[config.mk]
export PLATFORM = sky130hd
export DESIGN_NAME = ssnode_top
export DESIGN_NICKNAME = d
export VERILOG_FILES = /design/src/pkg/ssnode_pkg.sv /design/src/design/ssnode_top.sv /design/src/design/ssnode_chain_rx.sv
export SDC_FILE = /design/constraint.sdc
export NUM_CORES = 1
export LEC_CHECK = 0
export ABC_AREA = 1
export BUFFER_PORTS_ARGS = -buffer_cell sky130_fd_sc_hd__buf_2
export CAP_MARGIN = 20
export CORE_ASPECT_RATIO = 1.1
export CORE_MARGIN = 5
export CORE_UTILIZATION = 40
export DETAILED_ROUTE_END_ITERATION = 8
export GPL_TIMING_DRIVEN = 0
export PLACE_DENSITY = 0.66
export SYNTH_ARGS = -nofsm -noshare
export SYNTH_HDL_FRONTEND = slang
export SYNTH_SLANG_ARGS = --single-unit
[constraint.sdc]
create_clock -name mclk -period 2.7 [get_ports mclk]
set_clock_uncertainty 0.2 [all_clocks]
set_input_delay 0.27 -clock mclk [delete_from_list [all_inputs] [get_ports mclk]]
set_output_delay 0.27 -clock mclk [all_outputs]
set_load 0.005 [all_outputs]
[src/pkg/ssnode_pkg.sv]
// Shared constants for the safety stop/reset network node.
package ssnode_pkg;
   // -------------------------------------------------------------------------
   // Chain line signalling
   // -------------------------------------------------------------------------
   // The chain line is a single wire. STOP is a steady low, RUN is a steady
   // high, and START is a square wave of fixed half period, so a receiver can
   // tell all three apart by watching for edges over a short window.
   localparam int CLK_HZ = 40_000_000;
   localparam int START_HALF_US = 10;
   localparam int START_HALF_CYC = (START_HALF_US * (CLK_HZ / 1_000_000));
   // Number of START half periods sent per restart.
   localparam int START_HALVES = 16;
   // A line is called steady once it has not toggled for this many cycles.
   localparam int STEADY_CYC = 4 * START_HALF_CYC;
   // Toggles seen within a steady window that qualify as START.
   localparam int START_MIN_EDGES = 3;
   // Network restore time: all outputs restored within about four seconds.
   localparam int RESTORE_MS = 4000;
   localparam longint RESTORE_CYC_L = (longint'(RESTORE_MS) * longint'(CLK_HZ)) / 1000;
   // Half period of the reset indicator flash, in cycles.
   localparam int FLASH_MS = 250;
   localparam int FLASH_CYC = (FLASH_MS * (CLK_HZ / 1000));
   // Reset values.
   localparam logic CHAIN_OUT_RST = 1'b0;
   localparam logic RUN_RST = 1'b0;
endpackage

[src/design/ssnode_top.sv]
// One node of the daisy-chained safety stop/reset network.
`timescale 1ns/1ps
// Summary of operation
// - An asserted local stop drives the chain output low to send STOP downstream.
// - STOP received on the chain input switches the local output off and is passed on.
// - A stop at any node spreads until every chain output in the network rests low.
// - With the stop released, one reset at the node that caused the stop sends START and restarts all nodes when network reset is on.
// - With network reset off, START arriving on the chain is ignored and only the local reset restarts the node.
// - After a network restart every output is back within about four seconds.
// - A low local enable drops the local output while RUN keeps going out on the chain.
// - After an enable-caused stop the node needs a local reset and flashes its reset indicator.
// - Without global reset, a node stopped by its enable restarts only from its own reset input.
// - The local output is high only while the enable is high and the node has been restarted.
// - With stop-cause reporting on, network and local stop flags rise on their cause and hold until reset.
// - With error output on, the error output is high while a failure is present.
module ssnode_top #(
   parameter longint RESTORE_CYC = ssnode_pkg::RESTORE_CYC_L,
   parameter int START_HALF = ssnode_pkg::START_HALF_CYC,
   parameter int STEADY = ssnode_pkg::STEADY_CYC,
   parameter int FLASH = ssnode_pkg::FLASH_CYC
) (
   input wire logic mclk,
   input wire logic rst,
   input wire logic chain_in,
   input wire logic stop_in,
   input wire logic reset_in,
   input wire logic local_enable,
   input wire logic net_reset_en,
   input wire logic global_reset_en,
   input wire logic stop_cause_en,
   input wire logic error_out_en,
   input wire logic failure,
   output logic chain_out,
   output logic local_out,
   output logic net_stop_flag,
   output logic local_stop_flag,
   output logic error_out,
   output logic reset_led,
   output logic restore_busy
);
   typedef enum logic [1:0] {ST_STOP, ST_START, ST_RUN} ssnode_state_t;

   ssnode_state_t state_r;
   logic rx_stop;
   logic rx_run;
   logic rx_start;
   logic reset_prev_r;
   logic reset_rise;
   logic [7:0] burst_r;
   logic [15:0] half_r;
   logic tone_r;
   logic enable_lock_r;
   logic stop_origin_r;
   logic [39:0] restore_r;
   logic [31:0] flash_r;
   logic flash_bit_r;
   logic restart_ok;
   logic net_restart;

   // ---------------------------------------------------------------
   // Chain input decoder
   // ---------------------------------------------------------------
   ssnode_chain_rx #(
      .STEADY(STEADY),
      .MIN_EDGES(ssnode_pkg::START_MIN_EDGES)
   ) u_rx (
      .mclk(mclk),
      .rst(rst),
      .line_in(chain_in),
      .is_stop(rx_stop),
      .is_run(rx_run),
      .is_start(rx_start)
   );

   // Local reset is taken on its rising edge, so a held button cannot retrigger.
   assign reset_rise = reset_in && !reset_prev_r;
   // A chain START counts only when network reset is enabled.
   assign net_restart = rx_start && net_reset_en;
   // The node that caused the stop, or one held by its enable, needs its own reset unless global reset is on.
   assign restart_ok = !stop_in && (reset_rise ||
                       (net_restart && !((stop_origin_r || enable_lock_r) && !global_reset_en)));

   always_ff @(posedge mclk) begin
      if (rst) begin
         reset_prev_r <= 1'b0;
      end else begin
         reset_prev_r <= reset_in;
      end
   end

   // ---------------------------------------------------------------
   // Node state machine
   // ---------------------------------------------------------------
   // The local stop wins in every state; a restart first sends a START burst, then RUN.
   always_ff @(posedge mclk) begin
      if (rst) begin
         state_r <= ST_STOP;
      end else if (stop_in) begin
         state_r <= ST_STOP;
      end else begin
         case (state_r)
            ST_STOP: begin
               if (restart_ok) begin
                  state_r <= ST_START;
               end
            end
            ST_START: begin
               if (burst_r == 8'(ssnode_pkg::START_HALVES)) begin
                  state_r <= ST_RUN;
               end
            end
            ST_RUN: begin
               if (rx_stop) begin
                  state_r <= ST_STOP;
               end
            end
            default: begin
               state_r <= ST_STOP;
            end
         endcase
      end
   end

   // Remember whether this node originated the stop.
   always_ff @(posedge mclk) begin
      if (rst) begin
         stop_origin_r <= 1'b0;
      end else if (stop_in) begin
         stop_origin_r <= 1'b1;
      end else if (state_r == ST_STOP && restart_ok) begin
         // Any accepted restart ends the origin mark, so a later network START is not refused by a stale flag.
         stop_origin_r <= 1'b0;
      end
   end

   // ---------------------------------------------------------------
   // START tone generator
   // ---------------------------------------------------------------
   always_ff @(posedge mclk) begin
      if (rst || state_r != ST_START) begin
         half_r <= 16'h0000;
         burst_r <= 8'h00;
         tone_r <= 1'b1;
      end else if (half_r == 16'(START_HALF - 1)) begin
         half_r <= 16'h0000;
         burst_r <= burst_r + 8'h01;
         tone_r <= !tone_r;
      end else begin
         half_r <= half_r + 16'h0001;
      end
   end

   // Chain output: low in STOP, tone in START, high in RUN until STOP is seen on the chain input.
   always_ff @(posedge mclk) begin
      if (rst) begin
         chain_out <= ssnode_pkg::CHAIN_OUT_RST;
      end else begin
         case (state_r)
            ST_START: chain_out <= tone_r && !stop_in;
            ST_RUN: chain_out <= !stop_in && !rx_stop;
            default: chain_out <= 1'b0;
         endcase
      end
   end

   // ---------------------------------------------------------------
   // Local enable lock and local output
   // ---------------------------------------------------------------
   // A drop of the enable latches a lock that a local reset clears, or a network restart when global reset is on.
   always_ff @(posedge mclk) begin
      if (rst) begin
         enable_lock_r <= 1'b0;
      end else if (state_r == ST_RUN && !local_enable) begin
         enable_lock_r <= 1'b1;
      end else if (local_enable && ((reset_rise && !stop_in) || (state_r == ST_STOP && restart_ok))) begin
         // A network restart is only accepted for a locked node when global reset is on, so it may clear the lock.
         enable_lock_r <= 1'b0;
      end
   end

   always_ff @(posedge mclk) begin
      if (rst) begin
         local_out <= ssnode_pkg::RUN_RST;
      end else begin
         local_out <= (state_r == ST_RUN) && local_enable && !enable_lock_r && !stop_in;
      end
   end

   // ---------------------------------------------------------------
   // Stop cause flags and error output
   // ---------------------------------------------------------------
   // Set beats clear: a new cause in the reset cycle keeps the flag raised.
   always_ff @(posedge mclk) begin
      if (rst) begin
         net_stop_flag <= 1'b0;
         local_stop_flag <= 1'b0;
      end else begin
         if (stop_cause_en && state_r == ST_RUN && rx_stop && !stop_in) begin
            net_stop_flag <= 1'b1;
         end else if (reset_rise || !stop_cause_en) begin
            net_stop_flag <= 1'b0;
         end
         if (stop_cause_en && state_r == ST_RUN && (stop_in || !local_enable)) begin
            local_stop_flag <= 1'b1;
         end else if (reset_rise || !stop_cause_en) begin
            local_stop_flag <= 1'b0;
         end
      end
   end

   always_ff @(posedge mclk) begin
      if (rst) begin
         error_out <= 1'b0;
      end else begin
         error_out <= error_out_en && failure;
      end
   end

   // ---------------------------------------------------------------
   // Restore window and reset indicator
   // ---------------------------------------------------------------
   // The busy flag is high from a restart until this node reaches RUN or the restore window ends.
   always_ff @(posedge mclk) begin
      if (rst) begin
         restore_r <= 40'h00_0000_0000;
         restore_busy <= 1'b0;
      end else if (state_r == ST_STOP && restart_ok) begin
         restore_r <= 40'(RESTORE_CYC);
         restore_busy <= 1'b1;
      end else if (restore_r != 40'h00_0000_0000) begin
         restore_r <= restore_r - 40'h00_0000_0001;
         restore_busy <= (restore_r != 40'h00_0000_0001) && (state_r != ST_RUN);
      end else begin
         restore_busy <= 1'b0;
      end
   end

   // The reset LED flashes while a local reset is needed, and is steady on in RUN.
   always_ff @(posedge mclk) begin
      if (rst) begin
         flash_r <= 32'h0000_0000;
         flash_bit_r <= 1'b0;
         reset_led <= 1'b0;
      end else begin
         if (flash_r == 32'(FLASH - 1)) begin
            flash_r <= 32'h0000_0000;
            flash_bit_r <= !flash_bit_r;
         end else begin
            flash_r <= flash_r + 32'h0000_0001;
         end
         if (enable_lock_r || (state_r == ST_STOP && !stop_in)) begin
            reset_led <= flash_bit_r;
         end else begin
            reset_led <= (state_r == ST_RUN);
         end
      end
   end
endmodule

[src/design/ssnode_chain_rx.sv]
// Chain line decoder that classifies the incoming line as STOP, START or RUN.
`timescale 1ns/1ps
module ssnode_chain_rx #(
   parameter int STEADY = ssnode_pkg::STEADY_CYC,
   parameter int MIN_EDGES = ssnode_pkg::START_MIN_EDGES
) (
   input wire logic mclk,
   input wire logic rst,
   input wire logic line_in,
   output logic is_stop,
   output logic is_run,
   output logic is_start
);
   logic prev_r;
   logic [15:0] quiet_r;
   logic [7:0] edges_r;

   // ---------------------------------------------------------------
   // Edge watch
   // ---------------------------------------------------------------
   // Count edges and quiet time; a long quiet spell means the line is steady.
   always_ff @(posedge mclk) begin
      if (rst) begin
         prev_r <= 1'b0;
         quiet_r <= 16'h0000;
         edges_r <= 8'h00;
      end else begin
         prev_r <= line_in;
         if (line_in != prev_r) begin
            quiet_r <= 16'h0000;
            if (edges_r != 8'hFF) begin
               edges_r <= edges_r + 8'h01;
            end
         end else if (quiet_r < 16'(STEADY)) begin
            quiet_r <= quiet_r + 16'h0001;
         end else begin
            edges_r <= 8'h00; // Burst has ended.
         end
      end
   end

   // ---------------------------------------------------------------
   // Classification
   // ---------------------------------------------------------------
   // Level decisions wait for a steady line so that START never looks like RUN.
   always_ff @(posedge mclk) begin
      if (rst) begin
         is_stop <= 1'b1;
         is_run <= 1'b0;
         is_start <= 1'b0;
      end else begin
         is_start <= (edges_r >= 8'(MIN_EDGES));
         is_stop <= (quiet_r >= 16'(STEADY)) && !prev_r;
         is_run <= (quiet_r >= 16'(STEADY)) && prev_r;
      end
   end
endmodule

==> results of run 1 <==
## final cells by class
class / count / area share
Buffer: 17 / 0.01116
Clock buffer: 17 / 0.05129
Clock inverter: 15 / 0.01674
Inverter: 118 / 0.05340
Multi-Input combinational cell: 820 / 0.4803
Sequential cell: 137 / 0.3307
Tap cell: 238 / 0.03590
Timing Repair Buffer: 25 / 0.02052
## layout by cell type, fill, tap and decap left out, types with 6 or more instances in the layout
cell and n:
nand2_2 8, o21ai_0 22, dfxtp_1 137, nand3_1 70
dlygate4sd3_1 9, nor2_2 7, a21oi_1 71, xnor2_1 11
nand3b_1 18, inv_1 110, buf_2 24, nand2_1 287
nor3_1 21, xor2_1 30, inv_2 6, nand4_1 19
clkbuf_16 17, nor2_4 10, nor2_1 203, ha_1 13
## layer usage
metal,up-vias,part of all wire
li1,3565,-
met1,3023,0.47
met2,129,0.47
met3,22,0.045
met4,0,0.014
met5,-,0
## flip-flops by register name, summed over array words and instances, names as in the netlist, 2 cells and up
signal,count
u_rx.edges_r,8
restore_r,40
half_r,16
state_r,2
u_rx.quiet_r,16
burst_r,8
flash_r,32
## how the worst max path moves through the flow
stage	startpoint	end	slack, ps	depth (start not counted)
after floorplan	restore_r[0]$_SDFFE_PP0P_	restore_r[30]$_SDFFE_PP0P_	1010	9
after global routing	restore_r[0]$_SDFFE_PP0P_	restore_r[30]$_SDFFE_PP0P_	430	9
after detailed placement	restore_r[0]$_SDFFE_PP0P_	restore_r[30]$_SDFFE_PP0P_	650	9
final	restore_r[0]$_SDFFE_PP0P_	restore_r[30]$_SDFFE_PP0P_	600	9
after global placement	restore_r[0]$_SDFFE_PP0P_	restore_r[30]$_SDFFE_PP0P_	650	9
after CTS	restore_r[0]$_SDFFE_PP0P_	restore_r[30]$_SDFFE_PP0P_	630	9
## worst max-delay path, cell delays in order (launching register included)
cell and delay, ps:
dfxtp_1 370, inv_2 160, ha_1 290, inv_1 150, nor2_4 270, nand2_1 140, nor2_1 180, xor2_1 150
nand2_1 60, nor2_1 70
## power by group
group / leakage (nW) / internal (mW) / total, mW / switching [mW]
Clock: 0.264 / 1.21 / 2.21 / 1.00
Sequential: 1.11 / 2.23 / 2.45 / 0.218
Combinational: 1.90 / 0.876 / 2.75 / 1.87
## cells by family (layout without fill, tap and decap cells)
| family | count (synthesis) | in the layout | share of synthesized area |
|---|---|---|---|
| and+or+nand+nor | 662 | 662 | 0.4011 |
| DFF | 137 | 137 | 0.3777 |
| xor gates and xnor gates | 41 | 41 | 0.04945 |
| adders and majority gates | 13 | 13 | 0.02240 |
| buffers and inverters | 135 | 192 | 0.07374 |
| AOI/OAI and AO/OA | 104 | 104 | 0.07564 |
==> out/results.tsv, run 1 <==
stage	metric	value	unit
status	status	finished clean	
global_routing	largest net degree at the start of global routing	17	
sta	post-layout worst setup margin	600.0	ps
placement	port buffer count	16	
global_routing	GR met2 Demand/Resource	0.2856	
sta	RSZ-0062 raised after global routing	false	
global_routing	vias in the first global route	6340	
clock_tree	clk_lat worst skew	430	ps
critical_path	reg2reg setup slack	600	ps
yosys	most common cell in the netlist	nand2_1	
route	Wirelength per Cell	12.24	um
yosys	post-synthesis net count	1116	
clock_tree	# resized after CTS	0	
sta	post-route clock period utilization	0.7778	
floorplan	Die ar.	20950	um^2
yosys	share of the synthesized area in the top cell type	0.3777	
placement	placed instance area	7640	um^2
clock_tree	hold-fix buffer count after cts	9	
floorplan	Core Rows	51	
floorplan	Die H	151.3	um
critical_path	crit path DAT	2260	ps
route	initial drt markers	373	
sta	Fmax	0.4762	GHz
hold_path	Hold Path Stages	8	
critical_path	CP endpoint kind	register	
yosys	synthesized area	7262	um^2
critical_path	worst r2r path cells	9	
hold_path	HP Class	input port to register	
route	DRT Pass-1 Iters	5	
sta	post-layout min period	2100	ps
yosys	EDFF count, synth	0	
cells_and_area	Non-Filler Instances	1387	
yosys	Yosys top cell by area	dfxtp_1	
sta	final hold violation count	0	
placement	dpl hpwl	12680	um
floorplan	core area	17800	um^2
cells_and_area	sequential cell area	2743	um^2
cells_and_area	diode count	0	
sta	# setup viols final	0	
yosys	top post-synthesis cells by area	dfxtp_1 (38%), nand2_1 (15%), nor2_1 (10%), inv_1 (5.7%), a21oi_1 (4.9%)	
cells_and_area	final-layout fill cell count	1784	
yosys	Gate Count Post-Synth	1092	
route	final wirelength	16970	um
yosys	Post-synth top cells	nand2_1 (287), nor2_1 (203), dfxtp_1 (137)	
global_routing	gr busiest metal	met2	
flow_run	max-cap violation count	0	
yosys	ys async rst share	0	
pwr	Leakage	3.271	nW
cells_and_area	Total Nets Final	1160	
global_routing	grt met1 use	0.2217	
hold_path	Worst Hold Path EP	state_r[1]$_SDFFE_PP0P_	
sta	Slew Viols, Final	0	
sta	post-route setup TNS	0	ps
route	vias per inst	4.859	
yosys	post-synthesis sequential area ratio	0.3777	
cells_and_area	Layout area overhead	14.21	%
placement	GPL Wtd Cong	0.9380	
sta	Slew HR	0.6258	
critical_path	critical path type	register to register	
route	via count	6739	
critical_path	crit path max fanout	7	
sta	hold slack	194.0	ps
global_routing	GRT overflow	0	
yosys	Primary FF master, synth	dfxtp_1	
clock_tree	Post-CTS Setup Inserts	0	
yosys	Syn Area/Cell	6.650	um^2
pwr	Overall Power	7.407	mW
route	drt drc	0	
sta	actual slew at the worst max-slew pin	561.4	ps
pwr	pwr dens	893.0	nW/um^2
clock_tree	CTS root buf	clkbuf_16	
placement	post-placement setup slack	645.7	ps
clock_tree	CTS tree	built	
global_routing	global-route wire length before repair	29390	um
floorplan	initial core utilization	0.4079	
global_routing	all-layer global routing usage	0.1688	
critical_path	FF-to-FF Start	restore_r[0]$_SDFFE_PP0P_	
yosys	Syn. warnings	0	
clock_tree	total CTS buffers	17	
clock_tree	Worst-path clk slew	60	ps
floorplan	die width	138.5	um
cells_and_area	Multi-input gate area	3984	um^2
clock_tree	H-tree depth	4	
critical_path	Required @ worst endpoint	2860	ps
clock_tree	Sink Count	137	
critical_path	reg2reg end	restore_r[30]$_SDFFE_PP0P_	
hold_path	HP Start	global_reset_en	
pwr	VDD IR max	438.9	uV
clock_tree	clock tree buffer depth	2	
cells_and_area	final instance area	8294	um^2
cells_and_area	ratio of cells with drive above 1 in the final layout	0.09312	
global_routing	met3 GRT Util	0.02842	
yosys	register bit total from synthesis	137	
yosys	Cell variety after synth	41	
route	Post-DRT Antenna Nets	0	
critical_path	crit path launch type	register	
global_routing	initial antenna violation count	0	
floorplan	# IOs	18	
cells_and_area	Util after Layout	0.4659	
placement	placed cells	1346	
Note: power is estimated with default switching activity, not from simulation.
==> run 2, diff against run 1 <==
Clock period 2.7 ns to 2 ns, I/O delays scaled along.
==> run 2 against run 1 <==
  * Final cell count rose by 0.22%
  * Power up 36%
  * Combinational power rose by 39%
  * First-iteration DRC count decreased by 1.6%
  * Clock-buffer cell count did not move
  * Sequential share of layout area decreased by 0.28 points
  * Fmax rose by 15%
  * Global-route usage hardly changed
  * Clock power rose by 35%
  * Worst setup slack worse by 430 ps
  * Sequential power grew 35%
  * Critical path type unchanged
  * Largest cell class unchanged
  * Largest power group unchanged
  * Highest routed layer unchanged
==> out/results.tsv, run 2 (synthesis gave the netlist of run 1 again) <==
stage	metric	value	unit	change
placement	dpl hpwl	12680	um	unchanged
critical_path	crit path from	restore_r[27]$_SDFFE_PP0P_		
clock_tree	Worst-path clk slew	70	ps	about the same
clock_tree	CTS root buf	clkbuf_16		
pwr	Clk network pwr share	0.295		-0.004
route	final wirelength	17110	um	+0.80%
sta	RSZ-0062 raised after global routing	false		
global_routing	global-route wire length before repair	29390	um	about the same
critical_path	crit path DAT	1910	ps	-350 ps
pwr	Psw	4.207	mW	+36%
floorplan	Die ar.	20950	um^2	unchanged
critical_path	crit path max fanout	10		+3
floorplan	core area	17800	um^2	unchanged
pwr	pwr dens	1205	nW/um^2	+35%
critical_path	critical path type	register to register		
cells_and_area	max FFs per register	40		unchanged
critical_path	crit path launch type	register		
global_routing	initial antenna violation count	0		unchanged
cells_and_area	final-layout fill cell count	1774		-0.56%
cells_and_area	most frequent cells in the layout	nand2_1 (287), nor2_1 (196), dfxtp_1 (133)		
cells_and_area	ratio of cells with drive above 1 in the final layout	0.1094		+0.01625
floorplan	die width	138.5	um	unchanged
sta	post-route setup TNS	0	ps	unchanged
floorplan	Die H	151.3	um	unchanged
floorplan	initial core utilization	0.4079		unchanged
critical_path	critical path cell sequence	nor2_1 -> nand2_1 -> nor2_1 -> nand2_1 -> nor2_1 -> nand2_2 -> buf_6 -> nand3_1 -> a21oi_1		
floorplan	# IOs	18		unchanged
sta	Fmax	0.5479	GHz	+15%
route	initial drt markers	367		-1.6%
placement	GPL Wtd Cong	0.9380		unchanged
cells_and_area	commonest non-fill, non-tap cell in the layout	nand2_1		
clock_tree	clock tree buffer depth	2		unchanged
sta	# setup viols final	0		unchanged
pwr	part of the power in combinational logic	0.377		+0.006
clock_tree	H-tree depth	4		unchanged
critical_path	CP endpoint kind	register		
critical_path	Required @ worst endpoint	2080	ps	-780 ps
cells_and_area	Util after Layout	0.4707		+0.004849
pwr	Overall Power	10.10	mW	+36%
sta	Slew Viols, Final	0		unchanged
critical_path	crit-path max cell delay	360	ps	about the same
cells_and_area	Multi-input gate area	4026	um^2	+1.1%
hold_path	HP Class	input port to register		
route	drt drc	0		unchanged
route	vias per inst	4.885		+0.54%
placement	port buffer count	16		unchanged
floorplan	Core Rows	51		unchanged
sta	actual slew at the worst max-slew pin	557.0	ps	-4.379 ps
cells_and_area	sequential cell area	2748	um^2	+0.18%
cells_and_area	Layout area overhead	15.40	%	
cells_and_area	Top reg by flops	restore_r		
cells_and_area	Total Nets Final	1163		+0.26%
route	Wirelength per Cell	12.31	um	+0.58%
route	via count	6790		+0.76%
pwr	VDD IR max	588.6	uV	+34%
pwr	sequential share of power	0.328		-0.002
sta	final hold violation count	0		unchanged
global_routing	GRT overflow	0		unchanged
cells_and_area	Regs by FF count	restore_r x40, flash_r x32		
cells_and_area	diode count	0		unchanged
global_routing	vias in the first global route	6345		+0.079%
status	status	finished clean		
flow_run	max-cap violation count	0		unchanged
pwr	Switching Share	0.4168		-0.0007460
global_routing	largest net degree at the start of global routing	17		unchanged
clock_tree	total CTS buffers	17		unchanged
sta	post-route clock period utilization	0.9126		+0.1349
sta	Slew HR	0.6287		+0.002919
critical_path	FF-to-FF Start	restore_r[27]$_SDFFE_PP0P_		
route	Post-DRT Antenna Nets	0		unchanged
sta	post-layout min period	1825	ps	-274.7 ps
clock_tree	CTS tree	built		
route	DRT Pass-1 Iters	5		unchanged
critical_path	Worst path most repeated cell	nor2_1		
critical_path	CP max-delay cell	dfxtp_1		
global_routing	all-layer global routing usage	0.1690		about the same
pwr	internal power	5.888	mW	+36%
hold_path	HP Start	global_reset_en		
clock_tree	clk_lat worst skew	420	ps	about the same
pwr	Leakage	3.296	nW	+0.76%
clock_tree	Sink Count	137		unchanged
run 2: cell types whose count changed in the layout (fill, tap and decap cells not counted), moves of 2 or more:
cell	before	now
buf_2	24	20
buf_4	3	6
clkbuf_1	4	2
clkbuf_2	0	2
clkbuf_4	0	3
dfxtp_1	137	133
dfxtp_2	0	4
ha_1	13	11
nor2_1	203	196
nor2_2	7	13
run 2: final timing paths:
path                                   end  slack (ps)  cells past startpoint
min reg2reg  u_rx.quiet_r[12]$_SDFFE_PP0N_         230                      2
max             restore_r[14]$_SDFFE_PP0P_         170                      9
max reg2reg     restore_r[14]$_SDFFE_PP0P_         170                      9
min                state_r[1]$_SDFFE_PP0P_         140                      8
run 2: final cells by class:
type / instances / area share
buffer: 16 / 0.01209
timing repair buffer: 29 / 0.02389
sequential: 137 / 0.3279
inverter: 118 / 0.05285
tap: 238 / 0.03553
multi-input combinational: 820 / 0.4804
clock inverter: 15 / 0.01657
clock buffer: 17 / 0.05076
run 2: repair_timing:
item,CTS,global route
endpoints found under the setup margin,4,95
hold buffers,9,0
pin swaps,1,1
resized for setup,2,23
buffers inserted,1,3
hold endpoints to repair,10,0
run 2: power by group through the flow:
stage / Combinational, mW / Clock (mW) / Sequential (mW)
after global routing: 4.33 / 3.16 / 3.34
after CTS: 3.72 / 3.03 / 3.30
final: 3.81 / 2.98 / 3.31
after floorplan: 2.85 / 0 / 3.28
after global placement: 3.61 / 0 / 3.35
after detailed placement: 3.63 / 0 / 3.35
run 2: routing by layer:
metal | GRT usage | wire [um]
met5 | 0 | 0
met4 | 0.05287 | 219
met3 | 0.02842 | 848
met2 | 0.2864 | 8103
met1 | 0.2216 | 7937
run 2: critical path: cells and delay by family, from the launching register on:
family          cells  cell delay, ps
simple gates        7             870
flops               1             360
buf+inv             1             180
compound gates      1              70
run 2: stage by stage:
stage | std cells | hold slack, ps | worst slack [ps] | area, um^2
after detailed placement | 1346 | 224.9 | -54.34 | 7640
final | 1390 | 140.4 | 174.7 | 8381
after CTS | 1388 | 114.5 | 20.98 | 8307
after global routing | 1390 | 223.3 | 0.8222 | 8381
after global placement | 1346 | 221.5 | -45.69 | 7640
after floorplan | 1092 | 77.25 | 308.9 | 7262
==> run 3, diff against run 2 <==
Clock period 2 ns to 1.85 ns, I/O delays scaled along.
==> run 3 against run 2 <==
  * Sequential cell count did not move
  * Design area is 5.4% higher
  * Power is 14% higher
  * Combinational power rose by 23%
  * Critical path depth did not move
  * Utilization grew 2.5 points
==> out/results.tsv, run 3 (synthesis gave the netlist of run 1 again) <==
stage	metric	value	unit	change
critical_path	FF-to-FF Start	flash_r[0]$_SDFF_PP0_		
critical_path	crit path from	flash_r[0]$_SDFF_PP0_		
cells_and_area	Multi-input gate area	4298	um^2	+6.7%
critical_path	WP buf/inv	2		+1
cells_and_area	Total Nets Final	1176		+1.1%
cells_and_area	Layout area overhead	21.61	%	
clock_tree	H-tree depth	4		unchanged
route	via count	6911		+1.8%
clock_tree	clk_lat worst skew	420	ps	about the same
flow_run	max-cap violation count	0		unchanged
hold_path	HP Start	stop_in		
route	DRT Pass-1 Iters	5		unchanged
global_routing	all-layer global routing usage	0.1705		+0.001483
critical_path	critical path type	register to register		
floorplan	Die ar.	20950	um^2	unchanged
cells_and_area	Regs by FF count	restore_r x40, flash_r x32		
floorplan	# IOs	18		unchanged
placement	placed cells	1346		unchanged
sta	post-route clock period utilization	0.9864		+0.07376
cells_and_area	ratio of cells with drive above 1 in the final layout	0.1768		+0.06745
route	Post-DRT Antenna Nets	0		unchanged
sta	post-route setup TNS	0	ps	unchanged
critical_path	Required @ worst endpoint	1960	ps	-120 ps
cells_and_area	max FFs per register	40		unchanged
clock_tree	CTS root buf	clkbuf_16		
clock_tree	Worst-path clk slew	60	ps	about the same
critical_path	crit path max fanout	7		-3
floorplan	initial core utilization	0.4079		unchanged
sta	# setup viols final	0		unchanged
cells_and_area	commonest non-fill, non-tap cell in the layout	nand2_1		
cells_and_area	Non-Filler Instances	1403		+0.94%
clock_tree	Sink Count	137		unchanged
cells_and_area	diode count	0		unchanged
placement	post-placement setup slack	-204.3	ps	-150.0 ps
critical_path	CP top delay family	simple AND/OR/NAND/NOR gates		
critical_path	CP max-delay cell	dfxtp_4		
cells_and_area	sequential cell area	2758	um^2	+0.36%
critical_path	crit path DAT	1940	ps	+30 ps
sta	RSZ-0062 raised after global routing	true		
route	drt drc	0		unchanged
floorplan	Core Rows	51		unchanged
pwr	pwr dens	1307	nW/um^2	+8.5%
sta	Slew Viols, Final	0		unchanged
pwr	Leakage	3.427	nW	+4.0%
critical_path	crit-path max cell delay	370	ps	about the same
global_routing	initial antenna violation count	0		unchanged
pwr	VDD IR max	713.1	uV	+21%
global_routing	global-route wire length before repair	29640	um	+0.82%
critical_path	critical path cell sequence	ha_4 -> nand3_4 -> inv_2 -> nand4_1 -> nor3_2 -> nand2_1 -> nand2_4 -> clkbuf_16 -> a21oi_1		
sta	final hold violation count	0		unchanged
route	Wirelength per Cell	12.84	um	+4.3%
floorplan	Die H	151.3	um	unchanged
route	vias per inst	4.926		+0.84%
cells_and_area	Top reg by flops	restore_r		
placement	GPL Wtd Cong	0.9380		unchanged
route	final wirelength	18020	um	+5.3%
sta	Slew HR	0.6355		+0.006788
critical_path	CP endpoint kind	register		
sta	post-layout worst setup margin	25.17	ps	-149.6 ps
route	initial drt markers	369		+0.54%
clock_tree	clock tree buffer depth	2		unchanged
global_routing	vias in the first global route	6394		+0.77%
sta	Fmax	0.5480	GHz	about the same
hold_path	HP Class	input port to register		
floorplan	die width	138.5	um	unchanged
sta	actual slew at the worst max-slew pin	546.8	ps	-10.18 ps
critical_path	crit path launch type	register		
critical_path	reg2reg setup slack	30	ps	-150 ps
cells_and_area	most frequent cells in the layout	nand2_1 (281), nor2_1 (160), dfxtp_1 (131)		
status	status	finished clean		
global_routing	largest net degree at the start of global routing	17		unchanged
cells_and_area	final-layout fill cell count	1730		-2.5%
sta	hold slack	35.09	ps	-105.3 ps
sta	post-layout min period	1825	ps	-0.4392 ps
clock_tree	total CTS buffers	17		unchanged
placement	port buffer count	16		unchanged
clock_tree	CTS tree	built		
global_routing	GRT overflow	0		unchanged
placement	dpl hpwl	12680	um	unchanged
floorplan	core area	17800	um^2	unchanged
==> run 3: cell count changes in the layout (fill, tap and decap cells not counted), sizes merged <==
cell | previous run | this run
clkinv | 6 | 5
dlygate4sd3 | 9 | 8
buf | 29 | 44
clkinvlp | 4 | 5
clkbuf | 24 | 23
==> run 3: routing by layer <==
| metal | vias to the layer above | track usage | routed length, um | share of wire |
|---|---|---|---|---|
| met3 | 23 | 0.02905 | 801 | 0.044 |
| met4 | 0 | 0.05583 | 271 | 0.015 |
| met2 | 138 | 0.2900 | 8737 | 0.48 |
| met1 | 3148 | 0.2214 | 8208 | 0.46 |
| li1 | 3602 | - | - | - |
| met5 | - | 0 | 0 | 0 |
==> run 3: per-stage QoR <==
step                instance area, um^2  power (mW)    util
global route                       8831       12.29  0.4960
CTS                                8339       10.92  0.4684
detailed placement                 7640       7.550  0.4291
floorplan                          7262       6.621       -
global placement                   7640       7.530  0.4291
finish                             8831       11.54  0.4960
==> run 3: worst paths after layout <==
kind                                                 endpoint  depth (start not counted)
worst max register to register         flash_r[14]$_SDFF_PP0_                          9
worst min-delay path               enable_lock_r$_SDFFE_PP0P_                          5
worst min register to register  u_rx.quiet_r[12]$_SDFFE_PP0N_                          2
worst max-delay path                   flash_r[14]$_SDFF_PP0_                          9
==> run 3: repair_timing <==
| item | in CTS | in global routing |
|---|---|---|
| pin swaps | 3 | 15 |
| cloned | 0 | 3 |
| gates resized for setup | 16 | 113 |
| hold buffers | 8 | 0 |
| hold endpoints to repair | 13 | 0 |
| endpoints found under the setup margin | 60 | 108 |
| buffers inserted | 2 | 13 |
==> run 3: tightest hold or removal path, cell delays in order <==
cell,delay [ps]
buf_2,130
inv_1,50
nand3_1,80
nand3_1,100
a21oi_1,60
==> run 3: power breakdown <==
group	switching, mW	internal [mW]
sequential	0.350	3.26
clock	1.47	1.77
combinational	3.10	1.60
total	4.92	6.62
==> run 3: layout make-up <==
class	count	area share
Multi-Input combinational cell	820	0.4867
Sequential cell	137	0.3123
Inverter	118	0.05115
Clock buffer	17	0.04817
Timing Repair Buffer	42	0.03783
Tap cell	238	0.03372
Clock inverter	15	0.01573
Buffer	16	0.01445
